--- src/hdl/srtc_pkg.sv ---
// constants and types for the serial clock/calendar access block
package srtc_pkg;
   // ------------------------------------------------
   // timing
   // ------------------------------------------------
   localparam int CLK_PERIOD_NS = 5;
   localparam int TICK_PERIOD_NS = 10_000_000;
   localparam int TICK_CYCLES = TICK_PERIOD_NS / CLK_PERIOD_NS;
   localparam int REC_TIME_NS = 1_000_000;
   localparam int REC_CYCLES = REC_TIME_NS / CLK_PERIOD_NS;
   // ------------------------------------------------
   // serial link layout
   // ------------------------------------------------
   localparam int CMD_DIR_BIT = 7;
   localparam logic [2:0] LAST_BIT = 3'h7;
   localparam logic [5:0] CLK_ADDR_LAST = 6'h07;
   // ------------------------------------------------
   // clock register bytes and bits
   // ------------------------------------------------
   localparam int IDX_HUND = 0;
   localparam int IDX_SEC = 1;
   localparam int IDX_MIN = 2;
   localparam int IDX_HOUR = 3;
   localparam int IDX_DOW = 4;
   localparam int IDX_DATE = 5;
   localparam int IDX_MONTH = 6;
   localparam int IDX_YEAR = 7;
   localparam int OSC_STOP_BIT = 7;
   localparam int CENT_EN_BIT = 7;
   localparam int CENT_FLAG_BIT = 6;
   localparam logic [63:0] TIME_RESET = 64'h0001_0101_0000_0000;
   // ------------------------------------------------
   // register bus map
   // ------------------------------------------------
   localparam logic [7:0] OFS_CTRL = 8'h00;
   localparam logic [7:0] OFS_STATUS = 8'h04;
   localparam int CTRL_LINK_EN = 0;
   localparam logic CTRL_LINK_EN_RST = 1'h1;
   localparam int STAT_PTR_LSB = 0;
   localparam int STAT_FREEZE = 6;
   localparam int STAT_BUSY = 7;
   localparam int STAT_WRITE = 8;
   localparam int STAT_LOCK = 9;
   localparam int STAT_OSC_STOP = 10;
   localparam int STAT_CENT_FLAG = 11;
   localparam logic [1:0] RESP_OKAY = 2'h0;
   localparam logic [1:0] RESP_SLVERR = 2'h2;
   typedef enum logic [1:0] {SPI_IDLE, SPI_CMD, SPI_WRITE, SPI_READ} srtc_spi_state_t;
endpackage

--- src/hdl/srtc_ram.sv ---
// 64 x 8 storage with registered read data
`timescale 1ns/1ps
module srtc_ram
   import srtc_pkg::*;
(
   input wire logic aclk,
   input wire logic we,
   input wire logic [5:0] waddr,
   input wire logic [7:0] wdata,
   input wire logic [5:0] raddr,
   output logic [7:0] rdata_q
);
   logic [7:0] mem [64];

   always_ff @(posedge aclk) begin
      if (we) begin
         mem[waddr] <= wdata;
      end
      rdata_q <= mem[raddr];
   end
endmodule // srtc_ram

--- src/hdl/srtc_timekeep.sv ---
// internal time counters, bcd, with divider chain
`timescale 1ns/1ps
module srtc_timekeep
   import srtc_pkg::*;
#(
   parameter int TICK_CYC = TICK_CYCLES
) (
   input wire logic aclk,
   input wire logic aresetn,
   input wire logic load,
   input wire logic [2:0] load_idx,
   input wire logic [7:0] load_data,
   output logic [63:0] time_q
);
   logic [31:0] div_q, div_d;
   logic [63:0] time_d;
   logic tick;

   // bcd step: {carry, next}
   function automatic logic [8:0] bcd_inc(input logic [7:0] v, input logic [7:0] top,
                                           input logic [7:0] base);
      if (v >= top) begin
         bcd_inc = {1'b1, base};
      end else if (v[3:0] == 4'h9) begin
         bcd_inc = {1'b0, v[7:4] + 4'h1, 4'h0};
      end else begin
         bcd_inc = {1'b0, v + 8'h01};
      end
   endfunction

   assign tick = (div_q == 32'(TICK_CYC - 1));

   always_comb begin
      logic [8:0] h, s, m, hr, dt, mo, yr;
      logic [7:0] mlen, t3, yv;
      logic leap;
      h = '0;
      s = '0;
      m = '0;
      hr = '0;
      dt = '0;
      mo = '0;
      yr = '0;
      t3 = time_q[IDX_HOUR*8 +: 8];
      yv = time_q[IDX_YEAR*8 +: 8];
      leap = yv[4] ? (yv[3:0] == 4'h2 || yv[3:0] == 4'h6) :
                     (yv[3:0] == 4'h0 || yv[3:0] == 4'h4 || yv[3:0] == 4'h8);
      unique case (time_q[IDX_MONTH*8 +: 8])
         8'h02: mlen = leap ? 8'h29 : 8'h28;
         8'h04, 8'h06, 8'h09, 8'h11: mlen = 8'h30;
         default: mlen = 8'h31;
      endcase
      div_d = tick ? 32'h0 : div_q + 32'h1;
      time_d = time_q;
      if (tick && !time_q[IDX_SEC*8 + OSC_STOP_BIT]) begin
         h = bcd_inc(time_q[7:0], 8'h99, 8'h00);
         time_d[7:0] = h[7:0];
         if (h[8]) begin
            s = bcd_inc({1'b0, time_q[14:8]}, 8'h59, 8'h00);
            time_d[14:8] = s[6:0];
         end
         if (s[8]) begin
            m = bcd_inc({1'b0, time_q[22:16]}, 8'h59, 8'h00);
            time_d[22:16] = m[6:0];
         end
         if (m[8]) begin
            hr = bcd_inc({2'h0, t3[5:0]}, 8'h23, 8'h00);
            time_d[29:24] = hr[5:0];
         end
         if (hr[8]) begin
            time_d[34:32] = (time_q[34:32] >= 3'h7) ? 3'h1 : time_q[34:32] + 3'h1;
            dt = bcd_inc(time_q[47:40], mlen, 8'h01);
            time_d[47:40] = dt[7:0];
         end
         if (dt[8]) begin
            mo = bcd_inc(time_q[55:48], 8'h12, 8'h01);
            time_d[55:48] = mo[7:0];
         end
         if (mo[8]) begin
            yr = bcd_inc(yv, 8'h99, 8'h00);
            time_d[63:56] = yr[7:0];
         end
         if (yr[8] && t3[CENT_EN_BIT]) begin
            time_d[IDX_HOUR*8 + CENT_FLAG_BIT] = ~t3[CENT_FLAG_BIT];
         end
      end
      if (load) begin
         time_d[load_idx*8 +: 8] = load_data;
         div_d = 32'h0;
      end
   end

   always_ff @(posedge aclk) begin
      if (!aresetn) begin
         div_q <= 32'h0;
         time_q <= TIME_RESET;
      end else begin
         div_q <= div_d;
         time_q <= time_d;
      end
   end
endmodule // srtc_timekeep

--- src/hdl/srtc_access.sv ---
// serial slave access to clock/calendar and 56-byte memory, with register bus
`timescale 1ns/1ps
module srtc_access
   import srtc_pkg::*;
#(
   parameter int TICK_CYC = TICK_CYCLES,
   parameter int REC_CYC = REC_CYCLES
) (
   input wire logic aclk,
   input wire logic aresetn,
   input wire logic [7:0] s_axi_awaddr,
   input wire logic s_axi_awvalid,
   output logic s_axi_awready,
   input wire logic [31:0] s_axi_wdata,
   input wire logic [3:0] s_axi_wstrb,
   input wire logic s_axi_wvalid,
   output logic s_axi_wready,
   output logic [1:0] s_axi_bresp,
   output logic s_axi_bvalid,
   input wire logic s_axi_bready,
   input wire logic [7:0] s_axi_araddr,
   input wire logic s_axi_arvalid,
   output logic s_axi_arready,
   output logic [31:0] s_axi_rdata,
   output logic [1:0] s_axi_rresp,
   output logic s_axi_rvalid,
   input wire logic s_axi_rready,
   input wire logic spi_sck,
   input wire logic spi_cs_n,
   input wire logic serial_in,
   output logic serial_out,
   output logic serial_out_oe,
   input wire logic power_fail,
   input wire logic on_battery,
   output logic rst_out,
   output logic rst_out_oe
);
   // ------------------------------------------------
   // power supervision
   // ------------------------------------------------
   logic [31:0] rec_q, rec_d;
   logic rst_oe_d;
   logic lockout;

   assign lockout = power_fail || on_battery || (rec_q != 32'h0);

   always_comb begin
      rec_d = rec_q;
      if (power_fail || on_battery) begin
         rec_d = 32'(REC_CYC);
      end else if (rec_q != 32'h0) begin
         rec_d = rec_q - 32'h1;
      end
      rst_oe_d = lockout && !on_battery;
   end

   always_ff @(posedge aclk) begin
      if (!aresetn) begin
         rec_q <= 32'h0;
         rst_out_oe <= 1'b0;
      end else begin
         rec_q <= rec_d;
         rst_out_oe <= rst_oe_d;
      end
   end

   assign rst_out = 1'b0;

   // ------------------------------------------------
   // serial engine
   // ------------------------------------------------
   srtc_spi_state_t st_q, st_d;
   logic [2:0] bit_q, bit_d;
   logic [7:0] sh_q, sh_d, tx_q, tx_d, rd_byte, ram_rdata;
   logic [5:0] ptr_q, ptr_d;
   logic [1:0] ld_q, ld_d;
   logic [63:0] user_q, user_d, tk_time;
   logic sck_q, cs_q, cs_eff_n, so_d, oe_d, rise, fall, wr_en, freeze;
   logic ctrl_en_q, ctrl_en_d;

   assign cs_eff_n = spi_cs_n || lockout || !ctrl_en_q;
   assign rise = spi_sck && !sck_q;
   assign fall = !spi_sck && sck_q;
   assign freeze = (st_q == SPI_WRITE || st_q == SPI_READ) && (ptr_q <= CLK_ADDR_LAST);
   assign rd_byte = (ptr_q <= CLK_ADDR_LAST) ? user_q[ptr_q[2:0]*8 +: 8] : ram_rdata;

   always_comb begin
      st_d = st_q;
      bit_d = bit_q;
      sh_d = sh_q;
      tx_d = tx_q;
      ptr_d = ptr_q;
      ld_d = {ld_q[0], 1'b0};
      so_d = serial_out;
      oe_d = serial_out_oe;
      wr_en = 1'b0;
      if (cs_eff_n) begin
         st_d = SPI_IDLE;
         oe_d = 1'b0;
         if (lockout) begin
            ptr_d = 6'h00;
         end
      end else if (cs_q) begin
         st_d = SPI_CMD;
         bit_d = 3'h0;
      end else begin
         if (rise && st_q != SPI_IDLE) begin
            sh_d = {sh_q[6:0], serial_in};
            bit_d = bit_q + 3'h1;
            if (bit_q == LAST_BIT) begin
               unique case (st_q)
                  SPI_CMD: begin
                     ptr_d = sh_d[5:0];
                     st_d = sh_d[CMD_DIR_BIT] ? SPI_WRITE : SPI_READ;
                     ld_d[0] = 1'b1;
                  end
                  SPI_WRITE: begin
                     wr_en = 1'b1;
                     ptr_d = ptr_q + 6'h01;
                  end
                  SPI_READ: begin
                     ptr_d = ptr_q + 6'h01;
                     ld_d[0] = 1'b1;
                  end
                  SPI_IDLE: st_d = SPI_IDLE;
               endcase
            end
         end
         if (fall && st_q == SPI_READ) begin
            so_d = tx_q[7];
            tx_d = {tx_q[6:0], 1'b0};
            oe_d = !on_battery;
         end
      end
      if (ld_q[1]) begin
         tx_d = rd_byte;
      end
   end

   always_comb begin
      user_d = freeze ? user_q : tk_time;
      if (wr_en && ptr_q <= CLK_ADDR_LAST) begin
         user_d[ptr_q[2:0]*8 +: 8] = sh_d;
      end
   end

   always_ff @(posedge aclk) begin
      if (!aresetn) begin
         st_q <= SPI_IDLE;
         bit_q <= 3'h0;
         sh_q <= 8'h00;
         tx_q <= 8'h00;
         ptr_q <= 6'h00;
         ld_q <= 2'h0;
         sck_q <= 1'b0;
         cs_q <= 1'b1;
         serial_out <= 1'b0;
         serial_out_oe <= 1'b0;
         user_q <= TIME_RESET;
      end else begin
         st_q <= st_d;
         bit_q <= bit_d;
         sh_q <= sh_d;
         tx_q <= tx_d;
         ptr_q <= ptr_d;
         ld_q <= ld_d;
         sck_q <= spi_sck;
         cs_q <= spi_cs_n;
         serial_out <= so_d;
         serial_out_oe <= oe_d;
         user_q <= user_d;
      end
   end

   srtc_ram u_ram (
      .aclk(aclk),
      .we(wr_en && ptr_q > CLK_ADDR_LAST),
      .waddr(ptr_q),
      .wdata(sh_d),
      .raddr(ptr_q),
      .rdata_q(ram_rdata)
   );

   srtc_timekeep #(.TICK_CYC(TICK_CYC)) u_time (
      .aclk(aclk),
      .aresetn(aresetn),
      .load(wr_en && ptr_q <= CLK_ADDR_LAST),
      .load_idx(ptr_q[2:0]),
      .load_data(sh_d),
      .time_q(tk_time)
   );

   // ------------------------------------------------
   // register bus slave
   // ------------------------------------------------
   logic awh_q, awh_d, wh_q, wh_d, awr_d, wr_d, bv_d, arr_d, rv_d;
   logic [7:0] awa_q, awa_d;
   logic [31:0] wd_q, wd_d, rdat_d, status;
   logic ws_q, ws_d;
   logic [1:0] br_d, rr_d;

   always_comb begin
      status = 32'h0;
      status[STAT_PTR_LSB +: 6] = ptr_q;
      status[STAT_FREEZE] = freeze;
      status[STAT_BUSY] = (st_q != SPI_IDLE);
      status[STAT_WRITE] = (st_q == SPI_WRITE);
      status[STAT_LOCK] = lockout;
      status[STAT_OSC_STOP] = tk_time[IDX_SEC*8 + OSC_STOP_BIT];
      status[STAT_CENT_FLAG] = tk_time[IDX_HOUR*8 + CENT_FLAG_BIT];
   end

   always_comb begin
      awh_d = awh_q;
      awa_d = awa_q;
      wh_d = wh_q;
      wd_d = wd_q;
      ws_d = ws_q;
      ctrl_en_d = ctrl_en_q;
      bv_d = s_axi_bvalid && !s_axi_bready;
      br_d = s_axi_bresp;
      rv_d = s_axi_rvalid && !s_axi_rready;
      rdat_d = s_axi_rdata;
      rr_d = s_axi_rresp;
      if (s_axi_awvalid && s_axi_awready) begin
         awh_d = 1'b1;
         awa_d = s_axi_awaddr;
      end
      if (s_axi_wvalid && s_axi_wready) begin
         wh_d = 1'b1;
         wd_d = s_axi_wdata;
         ws_d = s_axi_wstrb[0];
      end
      if (awh_q && wh_q && !s_axi_bvalid) begin
         awh_d = 1'b0;
         wh_d = 1'b0;
         bv_d = 1'b1;
         br_d = RESP_OKAY;
         if (awa_q == OFS_CTRL) begin
            if (ws_q) begin
               ctrl_en_d = wd_q[CTRL_LINK_EN];
            end
         end else if (awa_q != OFS_STATUS) begin
            br_d = RESP_SLVERR;
         end
      end
      if (s_axi_arvalid && s_axi_arready) begin
         rv_d = 1'b1;
         rr_d = RESP_OKAY;
         rdat_d = 32'h0;
         if (s_axi_araddr == OFS_CTRL) begin
            rdat_d[CTRL_LINK_EN] = ctrl_en_q;
         end else if (s_axi_araddr == OFS_STATUS) begin
            rdat_d = status;
         end else begin
            rr_d = RESP_SLVERR;
         end
      end
      awr_d = !awh_d && !bv_d;
      wr_d = !wh_d && !bv_d;
      arr_d = !rv_d;
   end

   always_ff @(posedge aclk) begin
      if (!aresetn) begin
         awh_q <= 1'b0;
         awa_q <= 8'h00;
         wh_q <= 1'b0;
         wd_q <= 32'h0;
         ws_q <= 1'b0;
         ctrl_en_q <= CTRL_LINK_EN_RST;
         s_axi_awready <= 1'b0;
         s_axi_wready <= 1'b0;
         s_axi_bvalid <= 1'b0;
         s_axi_bresp <= RESP_OKAY;
         s_axi_arready <= 1'b0;
         s_axi_rvalid <= 1'b0;
         s_axi_rdata <= 32'h0;
         s_axi_rresp <= RESP_OKAY;
      end else begin
         awh_q <= awh_d;
         awa_q <= awa_d;
         wh_q <= wh_d;
         wd_q <= wd_d;
         ws_q <= ws_d;
         ctrl_en_q <= ctrl_en_d;
         s_axi_awready <= awr_d;
         s_axi_wready <= wr_d;
         s_axi_bvalid <= bv_d;
         s_axi_bresp <= br_d;
         s_axi_arready <= arr_d;
         s_axi_rvalid <= rv_d;
         s_axi_rdata <= rdat_d;
         s_axi_rresp <= rr_d;
      end
   end
endmodule // srtc_access

--- config.mk ---
export PLATFORM = sky130hd
export DESIGN_NAME = srtc_access
export DESIGN_NICKNAME = d
export VERILOG_FILES = /design/src/hdl/srtc_pkg.sv /design/src/hdl/srtc_ram.sv /design/src/hdl/srtc_timekeep.sv /design/src/hdl/srtc_access.sv
export SDC_FILE = /design/constraint.sdc
export NUM_CORES = 1
export LEC_CHECK = 0
export BUFFER_PORTS_ARGS = -buffer_cell sky130_fd_sc_hd__buf_2
export CAP_MARGIN = 20
export CORE_UTILIZATION = 45
export CTS_CLUSTER_DIAMETER = 30
export DETAILED_ROUTE_END_ITERATION = 7
export PLACE_DENSITY = 0.57
export SKIP_LAST_GASP = 1
export SLEW_MARGIN = 30
export SYNTH_ARGS = -nofsm -noshare
export SYNTH_HDL_FRONTEND = slang
export SYNTH_HIERARCHICAL = 1
export SYNTH_SLANG_ARGS = --single-unit
export TNS_END_PERCENT = 20
--- constraint.sdc ---
create_clock -name aclk -period 7.9 [get_ports aclk]
set_input_delay 0.79 -clock aclk [delete_from_list [all_inputs] [get_ports aclk]]
set_output_delay 0.79 -clock aclk [all_outputs]
set_load 0.05 [all_outputs]
==> results.tsv, run 1 <==
stage	metric	value	unit
final_layout	syn_to_final_growth	19.16	%
final_layout	mostFrequentLayoutCells	512 x edfxtp_1, 261 x dfxtp_1, 202 x nor2_1, 179 x nand2_1, 162 x clkbuf_16	
routing	drt_wl_total	87570	microns
final_layout	register_area	20710	sq um
flow_run	max_cap_violations	0	
worst_setup_path	r2r_start	rec_q[24]	
sta	tightest_slew	1004	ps
routing	drt-pass1-iter-count	6	
logic_synthesis	synth-edff-count	512	
worst_setup_path	worstSetupPathType	reg2reg	
die	coreArea	74950	sq um
logic_synthesis	ys_ff_latch	778	
worst_setup_path	cp_cell_sequence	or4_1 > nor4_1 > nand3_1 > nor2_1 > nand2_1 > nor2_1 > nor2b_1 > nand3_1 > nor2_1	
worst_setup_path	crit_start	rec_q[24]	
routing	drtIter0Drc	2202	
worst_setup_path	worstPathRequired	8230	ps
clocking	cts_hold_buf	0	
sta	holdWs	269.0	ps
routing	met2WireLength	41360	microns
worst_setup_path	arrival	5460	ps
final_layout	layout-drive-gt1-share	20.48	%
global_routing	track_usage	22.78	%
die	die_width	278.1	microns
final_layout	multi_input_area	12680	sq um
clocking	post_cts_buffers	0	
die	die-area	77320	sq um
sta	max_freq	194.9	MHz
global_routing	grt_max_degree	68	
die	rows	100	
worst_setup_path	crit_top_cell	nor2_1	
pwr	p_per_area	276.0	nW/um^2
worst_setup_path	endpoint_kind	register	
global_routing	grt_pass1_wl	134500	microns
sta	rsz0062_at_grt	no	
pwr	leakage	0.01244	uW
logic_synthesis	seq_area_frac_synth	60.36	%
die	ios	109	
placed_design	port_buffers	51	
routing	wl_met1	38220	microns
clocking	clkLatencyLatePin	730	ps
sta	final_hold_viol_count	0	
worst_setup_path	path_max_fanout	8	
worst_setup_path	slowest_stage	nor2_1	
global_routing	first_global_vias	22569	
routing	post-route-drc-count	0	
placed_design	dp_hpwl	54210	microns
routing	drtAntennaViolNets	0	
sta	setup_violations	0	
clocking	cts.path.max_buffers	3	
outcome	outcome	complete, no violations	
clocking	cts_buffers	159	
logic_synthesis	synthFlopType	edfxtp_1	
clocking	root_buffer	clkbuf_16	
hold_path	hold_start	spi_cs_n	
clocking	path_clk_slew	50	ps
logic_synthesis	async_reset_ff_share	0	%
logic_synthesis	netlist_area	34300	sq um
clocking	cts_sinks	778	
global_routing	gr-total-overflow	0	
clocking	cts_resized	0	
routing	vias	22683	
logic_synthesis	synth_cells	2610	
worst_setup_path	crit_path_start_kind	register	
logic_synthesis	syn_avg_cell_area	13.14	sq um
clocking	h-tree-depth	4	
final_layout	final_common_cell	edfxtp_1	
routing	viasPerCell	5.944	
sta	fin_crit_sh	64.93	%
routing	highest_layer	met4	
logic_synthesis	synth_warnings	6	
final_layout	fillers	6091	
sta	relSlewSlack	32.47	%
sta	post-route-min-period	5130	ps
placed_design	gp_congestion	0.8632	
routing	wl_per_cell	22.95	microns
sta	finalSetupTns	0	ps
die	die_h	278.1	microns
final_layout	nets	2818	
worst_setup_path	r2r_slack	2770	ps
worst_setup_path	critPathMaxStageDelay	870	ps
routing	met3WireLength	5304	microns
clocking	cts_tree	built	
global_routing	antenna_found_initial	0	
die	start_util	45.76	%
sta	skew	29.70	ps
pwr	peakVddDrop	0.0002098	V
hold_path	hold_path.class	in2reg	
logic_synthesis	synth_cell_types	80	
sta	final-max-slew-violation-count	0	
-- logic make-up after synthesis --
| kind of cell | count (synthesis) | share of synthesized area, % |
|---|---|---|
| and+or+nand+nor | 819 | 12.11 |
| DFF | 778 | 60.36 |
| AOI/OAI and AO/OA | 424 | 7.873 |
| muxes | 265 | 13.40 |
| buffers and inverters | 215 | 3.017 |
| xor gates and xnor gates | 65 | 1.660 |
| adders and majority gates | 43 | 1.569 |
| other | 1 | 0.01093 |
-- routing by layer --
metal  track usage [%]  up-vias
li1                  -    10269
met1             30.99    11463
met2             35.99      784
met3             4.248      167
met4             9.321        0
met5                 0        -
-- worst max-delay path, delay by kind of cell, from the launching register on --
kind / cells / cell delay [ps]
flops: 1 / 340
simple gates: 9 / 4420
-- power by group --
| part | internal (uW) | total, uW | leakage [uW] | switching (uW) |
|---|---|---|---|---|
| clock network | 4640 | 6810 | 0.00267 | 2180 |
| logic | 41.8 | 145 | 0.00379 | 103 |
| registers | 4310 | 4320 | 0.00598 | 12.3 |
| total | 8990 | 11300 | 0.0124 | 2290 |
-- cell usage after synthesis (7+ instances only) --
library cell  count  area share [%]
edfxtp_1        512              45
and2_1           25            0.46
mux4_2          142             9.3
a211oi_1         15            0.33
mux2i_1          61             1.8
buf_1            10            0.11
a21oi_1          80             1.2
nor2_1          202             2.2
or3_1            25            0.46
mux2_2           54             1.8
a21boi_0         22            0.48
mux2i_4           8            0.53
xor2_1           21            0.54
or4_1            12            0.26
inv_1            47            0.51
nor3_1           66            0.96
nand2_1         180             2.0
o21ai_1          26            0.38
nor4b_1           7            0.18
ha_1             43             1.6
xnor2_1          44             1.1
nor2b_1          40            0.73
nor4_1           31            0.57
buf_4            37            0.81
nand4_1          22            0.40
o211ai_1         11            0.24
nand3b_1         14            0.31
a221oi_1          8            0.20
a31oi_1          28            0.51
nand2b_1         25            0.46
buf_2            15            0.22
clkbuf_1         98             1.1
dfxtp_1         266              16
o31ai_1          11            0.24
or2_2             7            0.13
a22oi_1          12            0.26
o221ai_1         15            0.38
and3_1           38            0.69
nand4b_1          8            0.20
nand3_1          89             1.3
o22ai_1          40            0.73
o21ai_0          99             1.4
-- stage by stage --
stage | cells | utilization, % | setup slack, ps | instance area (sq um) | power, uW
floorplan | 2632 | - | 3889 | 34380 | 4512
global placement | 3519 | 47.07 | 2883 | 35270 | 4535
detailed placement | 3519 | 47.09 | 2888 | 35290 | 4539
CTS | 3815 | 54.51 | 2825 | 40860 | 11390
global route | 3815 | 54.52 | 2432 | 40860 | 11610
finish | 3816 | 54.53 | 2770 | 40870 | 11280
-- final timing paths --
| kind | end | depth (start not counted) |
|---|---|---|
| worst min register to register | ld_q[1] | 1 |
| worst max-delay path | u_ram/mem[62][6] | 9 |
| worst min-delay path | cs_q | 2 |
| worst max register to register | u_ram/mem[62][6] | 9 |
-- final cells by class --
cell class / count / share of cell area, %
Antenna cell: 1 / 0.006123
Clock buffer: 197 / 10.49
Clock inverter: 99 / 3.132
Inverter: 48 / 0.4409
Multi-Input combinational cell: 1639 / 31.03
Sequential cell: 778 / 50.69
Tap cell: 969 / 2.967
Timing Repair Buffer: 85 / 1.255
-- registers in the layout, indices dropped and copies added, names as in the netlist, 2 cells and up, named ones only --
register       count
ld_q               2
u_time/div_q      32
user_q            64
u_time/time_q     56
sh_q               8
u_ram/mem        512
s_axi_rdata       12
u_ram/rdata_q      8
ptr_q              6
rec_q             32
tx_q               8
bit_q              3
st_q               2
awa_q              8
Power figures use the tool's default switching activity.
==> run 2, diff against run 1 <==
--- a/config.mk
+++ b/config.mk
@@ -10,7 +10,7 @@
 export CORE_UTILIZATION = 45
 export CTS_CLUSTER_DIAMETER = 30
 export DETAILED_ROUTE_END_ITERATION = 7
-export PLACE_DENSITY = 0.57
+export PLACE_DENSITY = 0.59
 export SKIP_LAST_GASP = 1
 export SLEW_MARGIN = 30
 export SYNTH_ARGS = -nofsm -noshare
==> constraint.sdc (replaced) <==
create_clock -name aclk -period 4.3 [get_ports aclk]
set_input_delay 0.43 -clock aclk [delete_from_list [all_inputs] [get_ports aclk]]
set_output_delay 0.43 -clock aclk [all_outputs]
set_load 0.05 [all_outputs]
==> results.tsv, run 2 (same netlist as run 1, synthesis figures left out) <==
stage	metric	value	unit	change
sta	skew	41.48	ps	was 29.70 ps
routing	highest_layer	met4		unchanged
final_layout	mostFrequentLayoutCells	512 x edfxtp_1, 261 x dfxtp_1, 202 x nor2_1, 180 x nand2_1, 157 x clkbuf_16		was 512 x edfxtp_1, 261 x dfxtp_1, 202 x nor2_1, 179 x nand2_1, 162 x clkbuf_16
worst_setup_path	worstPathRequired	4880	ps	was 8230 ps
global_routing	track_usage	22.93	%	was 22.78%
sta	max_freq	250.6	MHz	was 194.9 MHz
pwr	peakVddDrop	0.0003961	V	was 0.0002098 V
final_layout	final_common_cell	edfxtp_1		unchanged
die	die-area	77320	sq um	unchanged
global_routing	grt_pass1_wl	136100	microns	was 134500 microns
clocking	clkLatencyLatePin	730	ps	about the same
sta	fin_crit_sh	92.81	%	was 64.93%
pwr	p_per_area	493.5	nW/um^2	was 276.0 nW/um^2
routing	drt-pass1-iter-count	7		was 6
hold_path	hold_path.class	in2reg		unchanged
sta	post-route-min-period	3991	ps	was 5130 ps
sta	rsz0062_at_grt	no		unchanged
sta	final-max-slew-violation-count	0		unchanged
worst_setup_path	crit_path_start_kind	register		unchanged
final_layout	top_register	u_ram/mem		unchanged
placed_design	dp_hpwl	54900	microns	was 54210 microns
routing	wl_per_cell	22.49	microns	was 22.95 microns
sta	setup_violations	0		unchanged
clocking	root_buffer	clkbuf_16		unchanged
routing	viasPerCell	5.911		was 5.944
sta	final_hold_viol_count	0		unchanged
final_layout	layout-drive-gt1-share	22.65	%	was 20.48%
routing	met3WireLength	5908	microns	was 5304 microns
sta	tightest_slew	869.1	ps	was 1004 ps
clocking	cts_sinks	778		unchanged
routing	vias	23142		was 22683
clocking	cts_buffers	155		was 159
die	rows	100		unchanged
worst_setup_path	worstSetupPathType	reg2reg		unchanged
clocking	cts.path.max_buffers	3		unchanged
worst_setup_path	path_max_fanout	29		was 8
sta	finalSetupTns	0	ps	unchanged
placed_design	pre_cts_slack	333.3	ps	was 2888 ps
global_routing	antenna_found_initial	0		unchanged
outcome	outcome	complete, no violations		unchanged
sta	worst_slack	309.3	ps	was 2770 ps
final_layout	syn_to_final_growth	22.14	%	was 19.16%
routing	met2WireLength	42140	microns	was 41360 microns
final_layout	fillers	5923		was 6091
routing	post-route-drc-count	0		unchanged
global_routing	grt_max_degree	85		was 68
global_routing	first_global_vias	22971		was 22569
routing	drtAntennaViolNets	0		unchanged
routing	drtIter0Drc	2080		was 2202
routing	drt_wl_total	88050	microns	was 87570 microns
final_layout	reg_top3	u_ram/mem (512), user_q (64), u_time/time_q (56)		unchanged
die	die_width	278.1	microns	unchanged
routing	wl_met1	38060	microns	was 38220 microns
clocking	path_clk_slew	50	ps	about the same
placed_design	gp_congestion	0.8861		was 0.8632
clocking	cts_resized	0		unchanged
flow_run	max_cap_violations	0		unchanged
global_routing	gr-total-overflow	0		unchanged
die	coreArea	74950	sq um	unchanged
clocking	cts_tree	built		unchanged
sta	relSlewSlack	41.67	%	was 32.47%
clocking	post_cts_buffers	0		unchanged
die	ios	109		unchanged
pwr	leakage	0.01305	uW	was 0.01244 uW
worst_setup_path	endpoint_kind	register		unchanged
clocking	h-tree-depth	4		unchanged
worst_setup_path	arrival	4570	ps	was 5460 ps
placed_design	port_buffers	51		unchanged
die	die_h	278.1	microns	unchanged
final_layout	largest_register_ffs	512		unchanged
die	start_util	45.76	%	unchanged
final_layout	nets	2921		was 2818
-- run 2: worst max-delay path, stage by stage, from the launching register on --
cell and delay, ps:
dfxtp_1 340, or4_1 620, or4_1 700, nor4_4 590, nand2_4 290, mux2i_4 410, inv_2 400, and3_1 280
a31oi_1 150, nor2_1 50
-- run 2: path summary, 6_finish.rpt --
| kind | to | cells after the start | slack [ps] | from |
|---|---|---|---|---|
| hold / removal | s_axi_rresp[1] | 3 | 40 | s_axi_araddr[3] |
| setup reg to reg | u_time/time_q[47] | 9 | 310 | rec_q[24] |
| hold reg to reg | ld_q[1] | 1 | 440 | ld_q[0] |
| setup / recovery | u_time/time_q[47] | 9 | 310 | rec_q[24] |
-- run 2: repair_timing --
item,in CTS,in global routing
endpoints found under the hold margin,17,0
hold buffers,18,0
endpoints found under the setup margin,0,0
-- run 2: cell type report --
type / count / area [sq um] / share of cell area (%)
Clock buffer: 188 / 4195 / 10.02
Multi-Input combinational cell: 1639 / 12670 / 30.24
Clock inverter: 100 / 1381 / 3.298
Timing Repair Buffer: 192 / 1536 / 3.668
Inverter: 48 / 180.2 / 0.4301
Tap cell: 969 / 1212 / 2.894
Antenna cell: 1 / 2.502 / 0.005974
Sequential cell: 778 / 20710 / 49.45
-- run 2: where the power goes --
part | internal, uW | switching (uW)
clock network | 8300 | 4150
registers | 7910 | 22.5
logic | 91.0 | 194
total | 16300 | 4370
-- run 2: through the flow --
stage                     hold WS (ps)  util (%)  cell area [sq um]  cells  total power (uW)
after floorplan                  411.9         -              34380   2632              8289
after global placement           424.7     48.19              36120   3608              8334
after detailed placement         436.4     48.19              36120   3608              8342
after CTS                        3.626     55.87              41870   3914             20850
after global routing             62.19     55.89              41890   3914             21230
final                            43.63     55.89              41890   3915             20670
-- run 2: metal layers --
layer | GRT usage (%) | vias up
li1 | - | 10459
met1 | 31.07 | 11650
met2 | 37.08 | 893
met3 | 4.391 | 140
met4 | 7.621 | 0
met5 | 0 | -
